$ cat src/common/dect_pkg.sv
/*
 * constants, register map and types for the dual edge capture unit.
 * assumes byte wide register access from a plain strobe port.
 */
`default_nettype none

package dect_pkg;

    // ****************************************************************
    // register offsets
    // ****************************************************************
    localparam logic [7:0] capture_config_addr = 8'h2a;
    localparam logic [7:0] capture_irq_enable_addr = 8'h2b;
    localparam logic [7:0] capture_irq_status_addr = 8'h2c;
    localparam logic [7:0] cap_zero_rise_addr = 8'h22;
    localparam logic [7:0] cap_one_rise_addr = 8'h23;
    localparam logic [7:0] cap_zero_fall_addr = 8'h24;
    localparam logic [7:0] cap_one_fall_addr = 8'h25;

    // ****************************************************************
    // field positions and reset values
    // ****************************************************************
    localparam int hold_bit = 7;
    localparam int prescale_lsb = 4;
    localparam int wide_bit = 3;
    localparam logic [7:0] config_reset = 8'h00;
    localparam logic [3:0] irq_reset = 4'h0;
    localparam logic [7:0] capture_reset = 8'h00;

    // capture register index: 0 zero rise, 1 zero fall, 2 one rise, 3 one fall
    localparam int num_cap = 4;

    typedef struct packed {
        logic hold;
        logic [2:0] prescale;
        logic wide;
    } dect_cfg_t;

    typedef struct packed {
        logic [7:0] addr;
        logic [7:0] wdata;
        logic wr;
        logic rd;
    } dect_bus_t;

endpackage

`default_nettype wire

$ cat src/dect_edge.sv
/*
 * synchroniser and edge detector for one capture input.
 * assumes the pin is already synchronous to clk, second stage adds margin.
 */
`timescale 1ns/1ps
`default_nettype none

module dect_edge (
    input wire logic clk,
    input wire logic arst_n,
    input wire logic pin,
    output logic rise,
    output logic fall
);

    logic sync_a;
    logic sync_b;
    logic last;

    always_ff @(posedge clk or negedge arst_n) begin
        if (!arst_n) begin
            sync_a <= 1'b0;
            sync_b <= 1'b0;
            last <= 1'b0;
        end else begin
            sync_a <= pin;
            sync_b <= sync_a;
            last <= sync_b;
        end
    end

    assign rise = sync_b & ~last;
    assign fall = ~sync_b & last;

endmodule

`default_nettype wire

$ cat src/dect_slot.sv
/*
 * one capture register with first edge hold.
 * assumes load and read_hit are single cycle pulses.
 */
`timescale 1ns/1ps
`default_nettype none

module dect_slot (
    input wire logic clk,
    input wire logic arst_n,
    input wire logic hold,
    input wire logic load,
    input wire logic [7:0] value,
    input wire logic read_hit,
    output logic [7:0] data,
    output logic loaded
);

    logic full;
    wire take = load & ~(hold & full);

    always_ff @(posedge clk or negedge arst_n) begin
        if (!arst_n) begin
            data <= dect_pkg::capture_reset;
            full <= 1'b0;
        end else begin
            if (take) begin
                data <= value;
            end
            if (take) begin
                full <= 1'b1;
            end else if (read_hit) begin
                full <= 1'b0;
            end
        end
    end

    assign loaded = take;

endmodule

`default_nettype wire

$ cat src/dect_top.sv
/*
 * dual edge capture unit: two 8 bit channels or one 16 bit capture.
 * assumes a free running 16 bit timer input and a byte register port.
 */
// How it works
// two 8 bit channels each keep a rising time and a falling time register.
// in 16 bit mode channel one registers hold the upper timer byte.
// each capture register raises an interrupt when loaded, if enabled; in 16 bit mode status bits 3 and 2 follow pin one edges instead.
// config bit 7 selects hold mode for all four capture registers.
// with hold off every edge overwrites the capture register.
// with hold on the first edge is kept until software reads the register.
// prescale bits 6 to 4 pick timer bits n+7 down to n in 8 bit mode.
// config bit 3 turns channel one into the upper byte of channel zero.
// enable bits 3 to 0 gate one fall, one rise, zero fall, zero rise.
// status bits 3 to 0 set on one fall, one rise, zero fall, zero rise.
// writing one clears a status bit; no new interrupt while it stays set.
// software clears each status bit after service.
// config bits 2 to 0 and the upper nibbles of enable and status are reserved.
// each capture register stores the timer at its own pin's edge; in 16 bit mode channel one registers load on pin zero edges.
// in 16 bit mode channel one holds the upper byte of channel zero's edge.
// inputs are synchronised and edges found from consecutive samples.
// in hold mode a read releases only the register that was read.
`timescale 1ns/1ps
`default_nettype none

module dect_top (
    input wire logic clk,
    input wire logic arst_n,
    input wire logic capture_in_zero,
    input wire logic capture_in_one,
    input wire logic [15:0] timer,
    input wire logic [7:0] addr,
    input wire logic [7:0] wdata,
    input wire logic wr,
    input wire logic rd,
    output logic [7:0] rdata,
    output logic irq
);

    // ****************************************************************
    // registers
    // ****************************************************************
    dect_pkg::dect_cfg_t cfg;
    logic [3:0] capture_irq_enable;
    logic [3:0] capture_irq_status;
    logic [3:0] next_status;
    logic [7:0] next_rdata;

    dect_pkg::dect_bus_t bus;
    assign bus = '{addr: addr, wdata: wdata, wr: wr, rd: rd};

    wire hit_cfg = bus.addr == dect_pkg::capture_config_addr;
    wire hit_en = bus.addr == dect_pkg::capture_irq_enable_addr;
    wire hit_st = bus.addr == dect_pkg::capture_irq_status_addr;

    // ****************************************************************
    // edge detection
    // ****************************************************************
    logic rise0;
    logic fall0;
    logic rise1;
    logic fall1;

    dect_edge u_edge0 (
        .clk(clk),
        .arst_n(arst_n),
        .pin(capture_in_zero),
        .rise(rise0),
        .fall(fall0)
    );

    dect_edge u_edge1 (
        .clk(clk),
        .arst_n(arst_n),
        .pin(capture_in_one),
        .rise(rise1),
        .fall(fall1)
    );

    // ****************************************************************
    // capture slots
    // ****************************************************************
    wire [15:0] shifted = timer >> cfg.prescale;
    wire [7:0] slice = shifted[7:0];
    wire [7:0] low_val = cfg.wide ? timer[7:0] : slice;
    wire [7:0] one_val = cfg.wide ? timer[15:8] : slice;

    // index order: zero rise, zero fall, one rise, one fall
    wire [3:0] edges = {fall1, rise1, fall0, rise0};
    wire [3:0] loads;
    assign loads[0] = edges[0];
    assign loads[1] = edges[1];
    assign loads[2] = cfg.wide ? edges[0] : edges[2];
    assign loads[3] = cfg.wide ? edges[1] : edges[3];

    wire [7:0] cap_addr [dect_pkg::num_cap];
    assign cap_addr[0] = dect_pkg::cap_zero_rise_addr;
    assign cap_addr[1] = dect_pkg::cap_zero_fall_addr;
    assign cap_addr[2] = dect_pkg::cap_one_rise_addr;
    assign cap_addr[3] = dect_pkg::cap_one_fall_addr;

    logic [7:0] cap_data [dect_pkg::num_cap];
    logic [3:0] loaded;

    genvar gi;
    generate
        for (gi = 0; gi < dect_pkg::num_cap; gi++) begin : g_slot
            dect_slot u_slot (
                .clk(clk),
                .arst_n(arst_n),
                .hold(cfg.hold),
                .load(loads[gi]),
                .value(gi < 2 ? low_val : one_val),
                .read_hit(bus.rd && bus.addr == cap_addr[gi]),
                .data(cap_data[gi]),
                .loaded(loaded[gi])
            );
        end
    endgenerate

    // status bit order: 3 one fall, 2 one rise, 1 zero fall, 0 zero rise
    // in wide mode channel one loads follow channel zero, status follows pins
    wire [3:0] status_set = {cfg.wide ? fall1 : loaded[3],
                             cfg.wide ? rise1 : loaded[2],
                             loaded[1], loaded[0]};

    // set wins over a simultaneous clear
    always_comb begin
        next_status = capture_irq_status;
        if (bus.wr && hit_st) begin
            next_status = next_status & ~bus.wdata[3:0];
        end
        next_status = next_status | status_set;
    end

    // ****************************************************************
    // register write and read
    // ****************************************************************
    always_ff @(posedge clk or negedge arst_n) begin
        if (!arst_n) begin
            cfg <= dect_pkg::config_reset[7:3];
            capture_irq_enable <= dect_pkg::irq_reset;
            capture_irq_status <= dect_pkg::irq_reset;
        end else begin
            if (bus.wr && hit_cfg) begin
                cfg <= bus.wdata[7:3];
            end
            if (bus.wr && hit_en) begin
                capture_irq_enable <= bus.wdata[3:0];
            end
            capture_irq_status <= next_status;
        end
    end

    always_comb begin
        next_rdata = 8'h00;
        if (hit_cfg) begin
            next_rdata = {cfg, 3'h0};
        end else if (hit_en) begin
            next_rdata = {4'h0, capture_irq_enable};
        end else if (hit_st) begin
            next_rdata = {4'h0, capture_irq_status};
        end else if (bus.addr == cap_addr[0]) begin
            next_rdata = cap_data[0];
        end else if (bus.addr == cap_addr[1]) begin
            next_rdata = cap_data[1];
        end else if (bus.addr == cap_addr[2]) begin
            next_rdata = cap_data[2];
        end else if (bus.addr == cap_addr[3]) begin
            next_rdata = cap_data[3];
        end
    end

    // level interrupt from a flip-flop; one cycle after the status bit
    always_ff @(posedge clk or negedge arst_n) begin
        if (!arst_n) begin
            rdata <= 8'h00;
            irq <= 1'b0;
        end else begin
            rdata <= bus.rd ? next_rdata : 8'h00;
            irq <= |(capture_irq_status & capture_irq_enable);
        end
    end

endmodule

`default_nettype wire

$ cat config.mk
export PLATFORM = sky130hd
export DESIGN_NAME = dect_top
export DESIGN_NICKNAME = d
export VERILOG_FILES = /design/src/common/dect_pkg.sv /design/src/dect_edge.sv /design/src/dect_slot.sv /design/src/dect_top.sv
export SDC_FILE = /design/constraint.sdc
export NUM_CORES = 1
export LEC_CHECK = 0
export ABC_AREA = 1
export BUFFER_PORTS_ARGS = -buffer_cell sky130_fd_sc_hd__buf_2
export CORE_MARGIN = 2
export CORE_UTILIZATION = 30
export DETAILED_ROUTE_END_ITERATION = 16
export GPL_ROUTABILITY_DRIVEN = 0
export MAX_ROUTING_LAYER = met4
export PLACE_DENSITY = 0.61
export SLEW_MARGIN = 5
export SYNTH_ARGS = -nofsm -noshare
export SYNTH_HDL_FRONTEND = slang
export SYNTH_SLANG_ARGS = --single-unit
$ cat constraint.sdc
create_clock -name clk -period 1.4 [get_ports clk]
set_clock_uncertainty 0.1 [all_clocks]
set_input_delay 0 -clock clk [delete_from_list [all_inputs] [get_ports clk]]
set_output_delay 0 -clock clk [all_outputs]
set_load 0.02 [all_outputs]
==> metrics.txt, run 1 <==
status finished with violations; failing checks negative hold slack, negative setup slack; placed cell count 679; share of layout cells above drive strength 1 26.1%; Antenna Cells 0; CTS tree built; Worst-Margin Slew 394 ps; total CTS buffers 9; slowest cell delay on critical path 440 ps; first-pass GRT wire length 17.3 mm; crit share post-route 113%; Synth async-reset ratio 100%; critical path's top delay family simple AND/OR/NAND/NOR gates; Post-synth top flop dfrtp_1; Synth Instances 477; final wirelength 10.3 mm; Flop pwr share 44.2%; H-tree depth 3; fin. max-slew vios 0; fmax 631 MHz; crit path time final 1590 ps; Final Setup Violations 32; Max-cap violations 0; Port Buffers 46; most common cell in the netlist nand2_1; Worst path slowest cell dfrtp_2; Worst VDD drop 0.741 mV; Leak 2.43 nW; Most common cell on crit path nand2_1; Worst Hold Margin -2.01 ps; R2R Path End g_slot[3].u_slot.data[0]$_DFFE_PN0P_; GRT met1 Usage 22.8%; Slew headroom 73.7%; worst r2r path cells 10; Sw Pwr 1.77 mW; Initial Utilization 30.7%; worst path bufs/invs 1; flop2flop setup slack -190 ps; power share of the clock group 34.8%; final worst slack -185 ps; P_int 4.29 mW; Ys Warns 0; post-detailed-route via-to-cell ratio 4.88; Post-layout nets 622; Critical Setup Path Class reg2reg; largest net degree at the start of global routing 54; GRT Util Overall 17.5%; Max FO, Critical Path 5; final cell count without fillers 729; synth cell count leaders 210 x nand2_1, 64 x dfrtp_1, 42 x nand3_1, 30 x inv_1, 30 x o21ai_0; met3 usage 4.48%; cell taking the most area after synthesis dfrtp_1; Power Density 1250 mW/mm^2; worst path cell trace buf_6 > or2_1 > o21ai_2 > nand2_1 > nand3_1 > nand2_1 > nand2_2 > nand2_2 > nand2_1 > nand2_1; Worst Setup End Kind flip-flop; Max Root-Sink Buffers 2; Seq/Total Area, Yosys 45.7%; Worst Setup Start Kind flip-flop; vias in the first global route 3621; Die ar. 0.0126 sq mm; DP HPWL 7.31 mm; Die X-Extent 112 um; initial antenna violation count 0; clk slew on worst S/H paths 50 ps; total number of vias 3554; Remaining DRCs 0; Gate power share 21.0%; Seq cells post-synth 64; ANT nets after route 0; busiest grt layer met2; met2 usage 27.3%; area share of the largest cell type after synthesis 45.7%; setup TNS -4270 ps; worst min-delay path class in2async; dominant cells by area after synthesis dfrtp_1 46%, nand2_1 22%, nand3_1 6.0%; synthesis-to-layout area growth 38.0%; sw frac 29.2%; syn_area_per_cell 7.35 sq um; 1st-pass router iterations 6; DR WL/cell 14.1 um; Die Span Y 112 um; synth unique cells 32; Hold Vio Cnt, Final 11; Core Area 0.0114 sq mm; I/O pin count 47; drt initial violations 317; WP data arrival 1710 ps; required time worst endpoint 1520 ps; Syn Std Cell Area 0.00350 sq mm; Critical Path Start cfg[1]$_DFFE_PN0P_; CTS Sinks 64; Clock Latency Late Sink 330 ps; RSZ-0062 raised after global routing true; Mapped Nets 515; Post-synth EDFFs 0; Clock Root Buffer clkbuf_16; GRT overflow 0; Cell Rows 39; RR Startpoint cfg[1]$_DFFE_PN0P_
-- power by group through the flow --
stage	registers, mW	clock network, mW	logic (mW)
3_3_place_gp	2.68	0	1.10
6_report	2.67	2.11	1.27
4_1_cts	2.67	2.15	1.22
3_5_place_dp	2.70	0	1.12
2_1_floorplan	2.60	0	0.766
5_1_grt	2.74	2.23	1.44
-- logic make-up (layout without fill, tap and decap cells) --
family | after synthesis | in the layout | synth area share (%)
and+or+nand+nor | 304 | 304 | 37.6
AOI/OAI and AO/OA | 57 | 57 | 9.43
buffers and inverters | 52 | 161 | 7.25
DFF | 64 | 64 | 45.7
-- cell usage in the layout (no fill, tap or decap), types with 11 or more instances in the layout --
| master | instances |
|---|---|
| dfrtp_1 | 63 |
| dlygate4sd3_1 | 32 |
| nand2_2 | 24 |
| buf_2 | 46 |
| nand3_1 | 40 |
| o21ai_0 | 25 |
| buf_4 | 26 |
| inv_1 | 30 |
| nor2_1 | 11 |
| nand2_1 | 190 |
-- through the flow --
step / hold WS [ps] / util, % / setup slack [ps] / power [mW] / area, sq um
floorplan: -396 / - / 20.2 / 3.37 / 3500
global placement: -188 / 35.8 / -213 / 3.78 / 4090
detailed placement: -185 / 35.8 / -301 / 3.81 / 4090
CTS: 4.82 / 41.6 / -138 / 6.04 / 4750
global route: 30.1 / 42.4 / -266 / 6.41 / 4840
finish: -2.01 / 42.4 / -185 / 6.05 / 4840
-- cell type report --
type	instances	area [sq um]
repair inverters	1	7.51
well taps	143	179
fillers	1175	6580
flip-flops and latches	64	1600
repair buffers	111	877
multi-input cells	361	1750
inverters	36	139
clock buffers	13	280
-- worst max-delay path by stage --
stage,cells past startpoint,to
2_1_floorplan,10,g_slot[0].u_slot.data[0]$_DFFE_PN0P_
3_3_place_gp,5,g_slot[0].u_slot.data[6]$_DFFE_PN0P_
3_5_place_dp,10,g_slot[3].u_slot.data[3]$_DFFE_PN0P_
4_1_cts,10,g_slot[3].u_slot.data[4]$_DFFE_PN0P_
5_1_grt,11,g_slot[3].u_slot.data[3]$_DFFE_PN0P_
6_report,10,g_slot[3].u_slot.data[0]$_DFFE_PN0P_
-- what timing repair did --
item | in CTS | in global routing
setup endpoints to repair | 34 | 37
hold buffers | 32 | 0
pin swaps | 15 | 12
setup buffers | 4 | 1
gates cloned | 0 | 1
endpoints found under the hold margin | 121 | 0
gates resized for setup | 21 | 21
-- flip-flops by register name, indices dropped and copies added (netlist names) --
signal	count
u_edge1.sync_b	1
u_edge1.sync_a	1
u_edge0.sync_b	1
irq	1
g_slot.u_slot.data	32
u_edge0.last	1
rdata	8
u_edge0.sync_a	1
u_edge1.last	1
capture_irq_enable	4
cfg	5
g_slot.u_slot.full	4
capture_irq_status	4
-- per-layer routing --
metal / part of all wire [%] / vias up
li1: - / 1740
met1: 45 / 1648
met2: 46 / 147
met3: 6.8 / 19
met4: 2.0 / 0
met5: 0 / -
(Power assumes the default switching activity.)
==> run 2, diff against run 1 <==
- ABC_AREA: 1 -> unset
- SETUP_SLACK_MARGIN: unset -> 0.05
==> run 2 against run 1 <==
Net effect:
- the run ends with negative setup slack left
- critical path depth decreased by 5
- critical path type unchanged
- largest cell class unchanged
- via count decreased by 21%
- non-clock buffer count decreased by 9
- worst setup slack got worse by 69 ps
- clock power decreased by 23%
- clock-buffer cell count decreased by 3
- core utilization increased by 0.29 points
- power decreased by 23%
- highest routed layer unchanged
- critical endpoint is now g_slot[0].u_slot.data[6]$_DFFE_PN0P_
- first-iteration DRC count decreased by 48%
- routed wire length decreased by 14%
- maximum frequency decreased by 4.2%
==> metrics.txt, run 2 <==
status finished with violations; failing checks negative setup slack; DR WL/cell 15.9 um (+13%); Sw Pwr 1.30 mW (-27%); DP HPWL 6.06 mm (-17%); synth cell count leaders 64 x dfrtp_1, 38 x nor2_1, 32 x a31oi_1, 22 x nand2_1, 22 x o22ai_1; CTS tree built; 1st-pass router iterations 6 (unchanged); Seq/Total Area, Yosys 49.2% (+3.5 points); worst path cell trace buf_6 > mux2_4 > o22ai_2 > or3_4 > a31oi_1; flip-flop and latch area 0.00160 sq mm (about the same); RSZ-0062 raised after global routing true; area share of the largest cell type after synthesis 49.2% (+3.5 points); CTS Sinks 64 (unchanged); Initial Utilization 30.5% (-0.24 points); Leak 1.91 nW (-21%); vias in the first global route 2820 (-22%); total number of vias 2823 (-21%); Remaining DRCs 0 (unchanged); Core Area 0.0107 sq mm (-6.3%); post-detailed-route via-to-cell ratio 5.10 (+4.5%); H-tree depth 3 (unchanged); cell taking the most area after synthesis dfrtp_1; I/O pin count 47 (unchanged); Worst Setup End Kind flip-flop; fmax 605 MHz (-4.2%); largest net degree at the start of global routing 65 (+20%); total CTS buffers 9 (unchanged); drt initial violations 165 (-48%); met3 usage 4.04% (-0.44 points); Post-synth top flop dfrtp_1; P_int 3.35 mW (-22%); WP data arrival 1820 ps (+110 ps); slowest cell delay on critical path 430 ps (about the same); biggest registers after layout g_slot.u_slot.data (32), rdata (8), cfg (5); Max-cap violations 0 (unchanged); fillers 1029 (-12%); Cell Rows 38 (-2.6%); ANT nets after route 0 (unchanged); commonest non-fill, non-tap cell in the layout dfrtp_1; Synth async-reset ratio 100% (unchanged); Cell Area, Placed 0.00389 sq mm (-4.9%); required time worst endpoint 1560 ps (+40 ps); sw frac 27.9% (-1.3 points); Clock Latency Late Sink 350 ps (+20 ps); max reg flops 32 (unchanged); Max Root-Sink Buffers 2 (unchanged); Power Density 1020 mW/mm^2 (-19%); Max FO, Critical Path 4 (-1); Slew headroom 77.5% (+3.8 points); busiest grt layer met2; Die Span Y 108 um (-3.5%); final wirelength 8.82 mm (-14%); clk slew on worst S/H paths 80 ps (+30 ps); area of the multi-input gates 0.00176 sq mm (+0.29%); Final Setup Violations 35 (+9.4%); Gate power share 19.6% (-1.4 points); final worst slack -254 ps (-68.8 ps); synth unique cells 43 (+34%); GRT met1 Usage 21.6% (-1.3 points); Hold Vio Cnt, Final 0 (-11); met2 usage 25.5% (-1.8 points); Synth Instances 316 (-34%); Critical Setup Path Class reg2reg; syn_area_per_cell 10.3 sq um (+40%); worst min-delay path class in2reg; share of layout cells above drive strength 1 35.5% (+9.4 points); Mapped Nets 354 (-31%); Syn Std Cell Area 0.00326 sq mm (-7.0%); first-pass GRT wire length 14.4 mm (-16%); Port Buffers 46 (unchanged); Seq cells post-synth 64 (unchanged); synthesis-to-layout area growth 40.1%; post-route cell area 0.00456 sq mm (-5.7%); initial antenna violation count 0 (unchanged); Die X-Extent 108 um (-3.5%); fin. max-slew vios 0 (unchanged); Worst Hold Margin 16.1 ps (+18.1 ps); Ys Warns 0 (unchanged); power share of the clock group 35.1% (+0.3 points); GRT overflow 0 (unchanged); dominant cells by area after synthesis dfrtp_1 49%, mux2_2 6.6%, a31oi_1 6.1%; Clock Root Buffer clkbuf_8; Worst path slowest cell dfrtp_1; Reg with most FFs g_slot.u_slot.data; crit share post-route 118% (+4.9 points); Die ar. 0.0117 sq mm (-6.8%); Worst Setup Start Kind flip-flop; Worst-Margin Slew 338 ps (-56.2 ps); GRT Util Overall 16.3% (-1.2 points); DP Worst Slack -269 ps (+32.6 ps); Post-layout nets 447 (-28%); crit path time final 1650 ps (+68.8 ps); Worst VDD drop 0.450 mV (-39%); Flop pwr share 45.3% (+1.1 points); most common cell in the netlist dfrtp_1; commonest non-fill, non-tap cells in the layout 64 x dfrtp_1, 46 x buf_2, 38 x nor2_1, 29 x dlygate4sd3_1, 27 x a31oi_1; Post-synth EDFFs 0 (unchanged); Antenna Cells 0 (unchanged)
run 2: changes by cell type after synthesis, moves of 26 or more:
cell	previous run	this run
nand2_1	210	22
nand3_1	42	6
a31oi_1	0	32
inv_1	30	3
nor2_1	12	38
o21ai_0	30	4
run 2: worst max-delay path: cells and delay by family, from the launching register on:
kind | cells | cell delay, ps
buf+inv | 1 | 150
compound gates | 2 | 270
simple gates | 1 | 360
flops | 1 | 430
mux | 1 | 240
run 2: worst paths after layout:
| kind | cells after the start | end | slack, ps | from |
|---|---|---|---|---|
| min in group asynchronous | 3 | g_slot[3].u_slot.full$_DFFE_PN0P_ | 100 | arst_n |
| worst min register to register | 0 | u_edge0.sync_b$_DFF_PN0_ | 250 | u_edge0.sync_a$_DFF_PN0_ |
| worst min-delay path | 4 | g_slot[2].u_slot.full$_DFFE_PN0P_ | 20 | addr[1] |
| worst max-delay path | 5 | g_slot[0].u_slot.data[6]$_DFFE_PN0P_ | -250 | cfg[1]$_DFFE_PN0P_ |
| worst max register to register | 5 | g_slot[0].u_slot.data[6]$_DFFE_PN0P_ | -250 | cfg[1]$_DFFE_PN0P_ |
| max in group asynchronous | 3 | g_slot[2].u_slot.data[1]$_DFFE_PN0P_ | 820 | arst_n |
run 2: logic make-up (layout without fill, tap and decap cells):
logic type | Yosys count | after routing | share of synthesized area [%]
simple gates | 106 | 106 | 16.5
mux | 37 | 37 | 12.9
flops | 64 | 64 | 49.2
compound gates | 86 | 86 | 17.4
buf+inv | 23 | 121 | 4.07
run 2: repair_timing:
item	CTS	global route
hold endpoints to repair	118	0
gates resized for setup	19	13
gates cloned	0	0
buffers inserted	1	0
hold buffers	30	0
endpoints found under the setup margin	35	39
pin swaps	22	9
run 2: routing by layer:
layer  routed length [um]  up-vias
li1                     -     1363
met2                 4090       78
met1                 4190     1371
met5                    0        -
met3                  444       11
met4                   99        0
run 2: power groups by stage:
stage / logic (mW) / clock network, mW / registers (mW)
floorplan: 0.486 / 0 / 2.12
global route: 0.992 / 1.75 / 2.12
detailed placement: 0.757 / 0 / 2.14
finish: 0.911 / 1.63 / 2.10
CTS: 0.856 / 1.67 / 2.10
global placement: 0.749 / 0 / 2.13
run 2: through the flow:
step	std cells	setup TNS, ps	power, mW	utilization [%]
floorplan	316	-5690	2.60	-
global placement	508	-6760	2.88	36.3
detailed placement	508	-8040	2.90	36.3
CTS	555	-6730	4.63	41.9
global route	554	-8670	4.87	42.7
finish	554	-7120	4.64	42.7
run 2: final cells by class:
type | count | area share [%]
clock buffer | 10 | 3.02
clock inverter | 6 | 1.48
inverter | 3 | 0.247
multi-input combinational | 229 | 38.5
sequential | 64 | 35.1
tap | 140 | 3.84
timing repair buffer | 102 | 17.8
==> run 3, diff against run 2 <==
- MAX_ROUTING_LAYER: met4 -> unset
==> run 3 against run 2 <==
Net effect:
- the run still ends with negative setup slack left
- sequential power hardly changed
- largest cell class unchanged
- sequential share of layout area stayed put
- critical path type unchanged
- largest power group unchanged
- critical endpoint unchanged
- highest routed layer unchanged
- register-to-register slack hardly changed
- core utilization stayed put
- via count is 1.7% higher
==> metrics.txt, run 3 (same netlist as run 2, synthesis figures left out) <==
status finished with violations; failing checks negative setup slack; Final Setup Violations 35 (unchanged); Reg with most FFs g_slot.u_slot.data; ANT nets after route 0 (unchanged); crit share post-route 118% (about the same); Clock Latency Late Sink 360 ps (about the same); largest net degree at the start of global routing 65 (unchanged); max reg flops 32 (unchanged); WHS Endpoint g_slot[2].u_slot.full$_DFFE_PN0P_; 1st-pass router iterations 5 (-1); initial antenna violation count 0 (unchanged); Max-cap violations 0 (unchanged); Max FO, Critical Path 4 (unchanged); vias in the first global route 2820 (unchanged); HP Start addr[1]; Core Area 0.0107 sq mm (unchanged); worst r2r path cells 5 (unchanged); CTS tree built; required time worst endpoint 1570 ps (about the same); drt initial violations 178 (+7.9%); WP data arrival 1820 ps (about the same); Power Density 1020 mW/mm^2 (about the same); Critical Setup Path Class reg2reg; biggest registers after layout g_slot.u_slot.data (32), rdata (8), cfg (5); DP HPWL 6.06 mm (unchanged); worst hold path depth 4 (unchanged); RSZ-0062 raised after global routing true; Clock Root Buffer clkbuf_8; I/O pin count 47 (unchanged); clk slew on worst S/H paths 80 ps (about the same); fmax 605 MHz (about the same); Hold Vio Cnt, Final 0 (unchanged); total number of vias 2870 (+1.7%); synthesis-to-layout area growth 40.1% (unchanged); Port Buffers 46 (unchanged); commonest non-fill, non-tap cells in the layout 64 x dfrtp_1, 46 x buf_2, 38 x nor2_1, 29 x dlygate4sd3_1, 27 x a31oi_1; area of the multi-input gates 0.00176 sq mm (unchanged); GRT overflow 0 (unchanged); Worst VDD drop 0.449 mV (-0.15%); CTS Sinks 64 (unchanged); final worst slack -253 ps (+0.543 ps); post-detailed-route via-to-cell ratio 5.18 (+1.7%); Leak 1.91 nW (unchanged); fin. max-slew vios 0 (unchanged); Worst Setup End Kind flip-flop; final wirelength 8.86 mm (+0.46%); crit path time final 1650 ps (-0.543 ps); Max Root-Sink Buffers 2 (unchanged); commonest non-fill, non-tap cell in the layout dfrtp_1; H-tree depth 3 (unchanged); Die ar. 0.0117 sq mm (unchanged); flip-flop and latch area 0.00160 sq mm (unchanged); first-pass GRT wire length 14.4 mm (about the same); RR Startpoint cfg[1]$_DFFE_PN0P_; GRT Util Overall 15.9% (-0.47 points); Remaining DRCs 0 (unchanged); Antenna Cells 0 (unchanged); DR WL/cell 16.0 um (+0.46%); total power draw 4.65 mW (about the same); flop2flop setup slack -250 ps (about the same); final core utilization 42.7% (unchanged); worst min-delay path class in2reg; Die X-Extent 108 um (unchanged); fillers 1029 (unchanged); total CTS buffers 9 (unchanged); Slew headroom 77.2% (-0.25 points); Die Span Y 108 um (unchanged); share of layout cells above drive strength 1 35.5% (unchanged); R2R Path End g_slot[0].u_slot.data[6]$_DFFE_PN0P_; Post-layout nets 447 (unchanged); Cell Rows 38 (unchanged); Worst Setup Start Kind flip-flop; Initial Utilization 30.5% (unchanged); Worst-Margin Slew 342 ps (+3.70 ps)
## run 3: cell counts in the layout (fill, tap and decap cells not counted)
No cell type changed its count.
## run 3: per-stage QoR
step,instances,worst slack (ps),instance area [sq um],hold WS [ps],TNS [ps]
6_report,554,-253,4560,15.0,-7100
3_3_place_gp,508,-209,3890,-60.1,-6760
3_5_place_dp,508,-269,3890,-59.6,-8040
2_1_floorplan,316,-192,3350,-396,-5690
5_1_grt,554,-286,4560,65.2,-8680
4_1_cts,555,-251,4480,-2.41,-6730
## run 3: how the worst max path moves through the flow
stage | slack, ps | start | cells after the start | end
6_report | -250 | cfg[1]$_DFFE_PN0P_ | 5 | g_slot[0].u_slot.data[6]$_DFFE_PN0P_
5_1_grt | -290 | cfg[1]$_DFFE_PN0P_ | 5 | g_slot[0].u_slot.data[6]$_DFFE_PN0P_
4_1_cts | -250 | cfg[1]$_DFFE_PN0P_ | 5 | g_slot[0].u_slot.data[1]$_DFFE_PN0P_
3_5_place_dp | -270 | cfg[1]$_DFFE_PN0P_ | 5 | g_slot[1].u_slot.data[2]$_DFFE_PN0P_
3_3_place_gp | -210 | cfg[1]$_DFFE_PN0P_ | 5 | g_slot[2].u_slot.data[6]$_DFFE_PN0P_
2_1_floorplan | -190 | cfg[1]$_DFFE_PN0P_ | 6 | g_slot[0].u_slot.data[0]$_DFFE_PN0P_
## run 3: critical path, cell delays in order (launching register included)
cell and delay [ps]:
dfrtp_1 430, buf_6 150, mux2_4 240, o22ai_2 90
or3_4 360, a31oi_1 180
## run 3: power by group
| part | switching [mW] | internal, mW |
|---|---|---|
| Combinational | 0.447 | 0.464 |
| Clock | 0.757 | 0.875 |
| Sequential | 0.0969 | 2.01 |
## run 3: timing repair
action | in CTS | in global routing
pin swaps | 22 | 9
hold buffers | 30 | 0
hold endpoints to repair | 118 | 0
setup endpoints to repair | 35 | 39
resized for setup | 19 | 13
buffers inserted | 1 | 0
## run 3: area by class of cell
type | instances | share of cell area (%)
clock buffer | 10 | 3.02
clock inverter | 6 | 1.48
inverter | 3 | 0.247
multi-input combinational | 229 | 38.5
sequential | 64 | 35.1
tap | 140 | 3.84
timing repair buffer | 102 | 17.8
## run 3: metal layers
layer  part of all wire (%)  global-route usage [%]  vias up
met5                      0                       0        -
met4                    1.2                    3.66        0
met2                     46                    25.5       95
met3                    5.0                    4.10       12
met1                     48                    21.6     1404
li1                       -                       -     1359
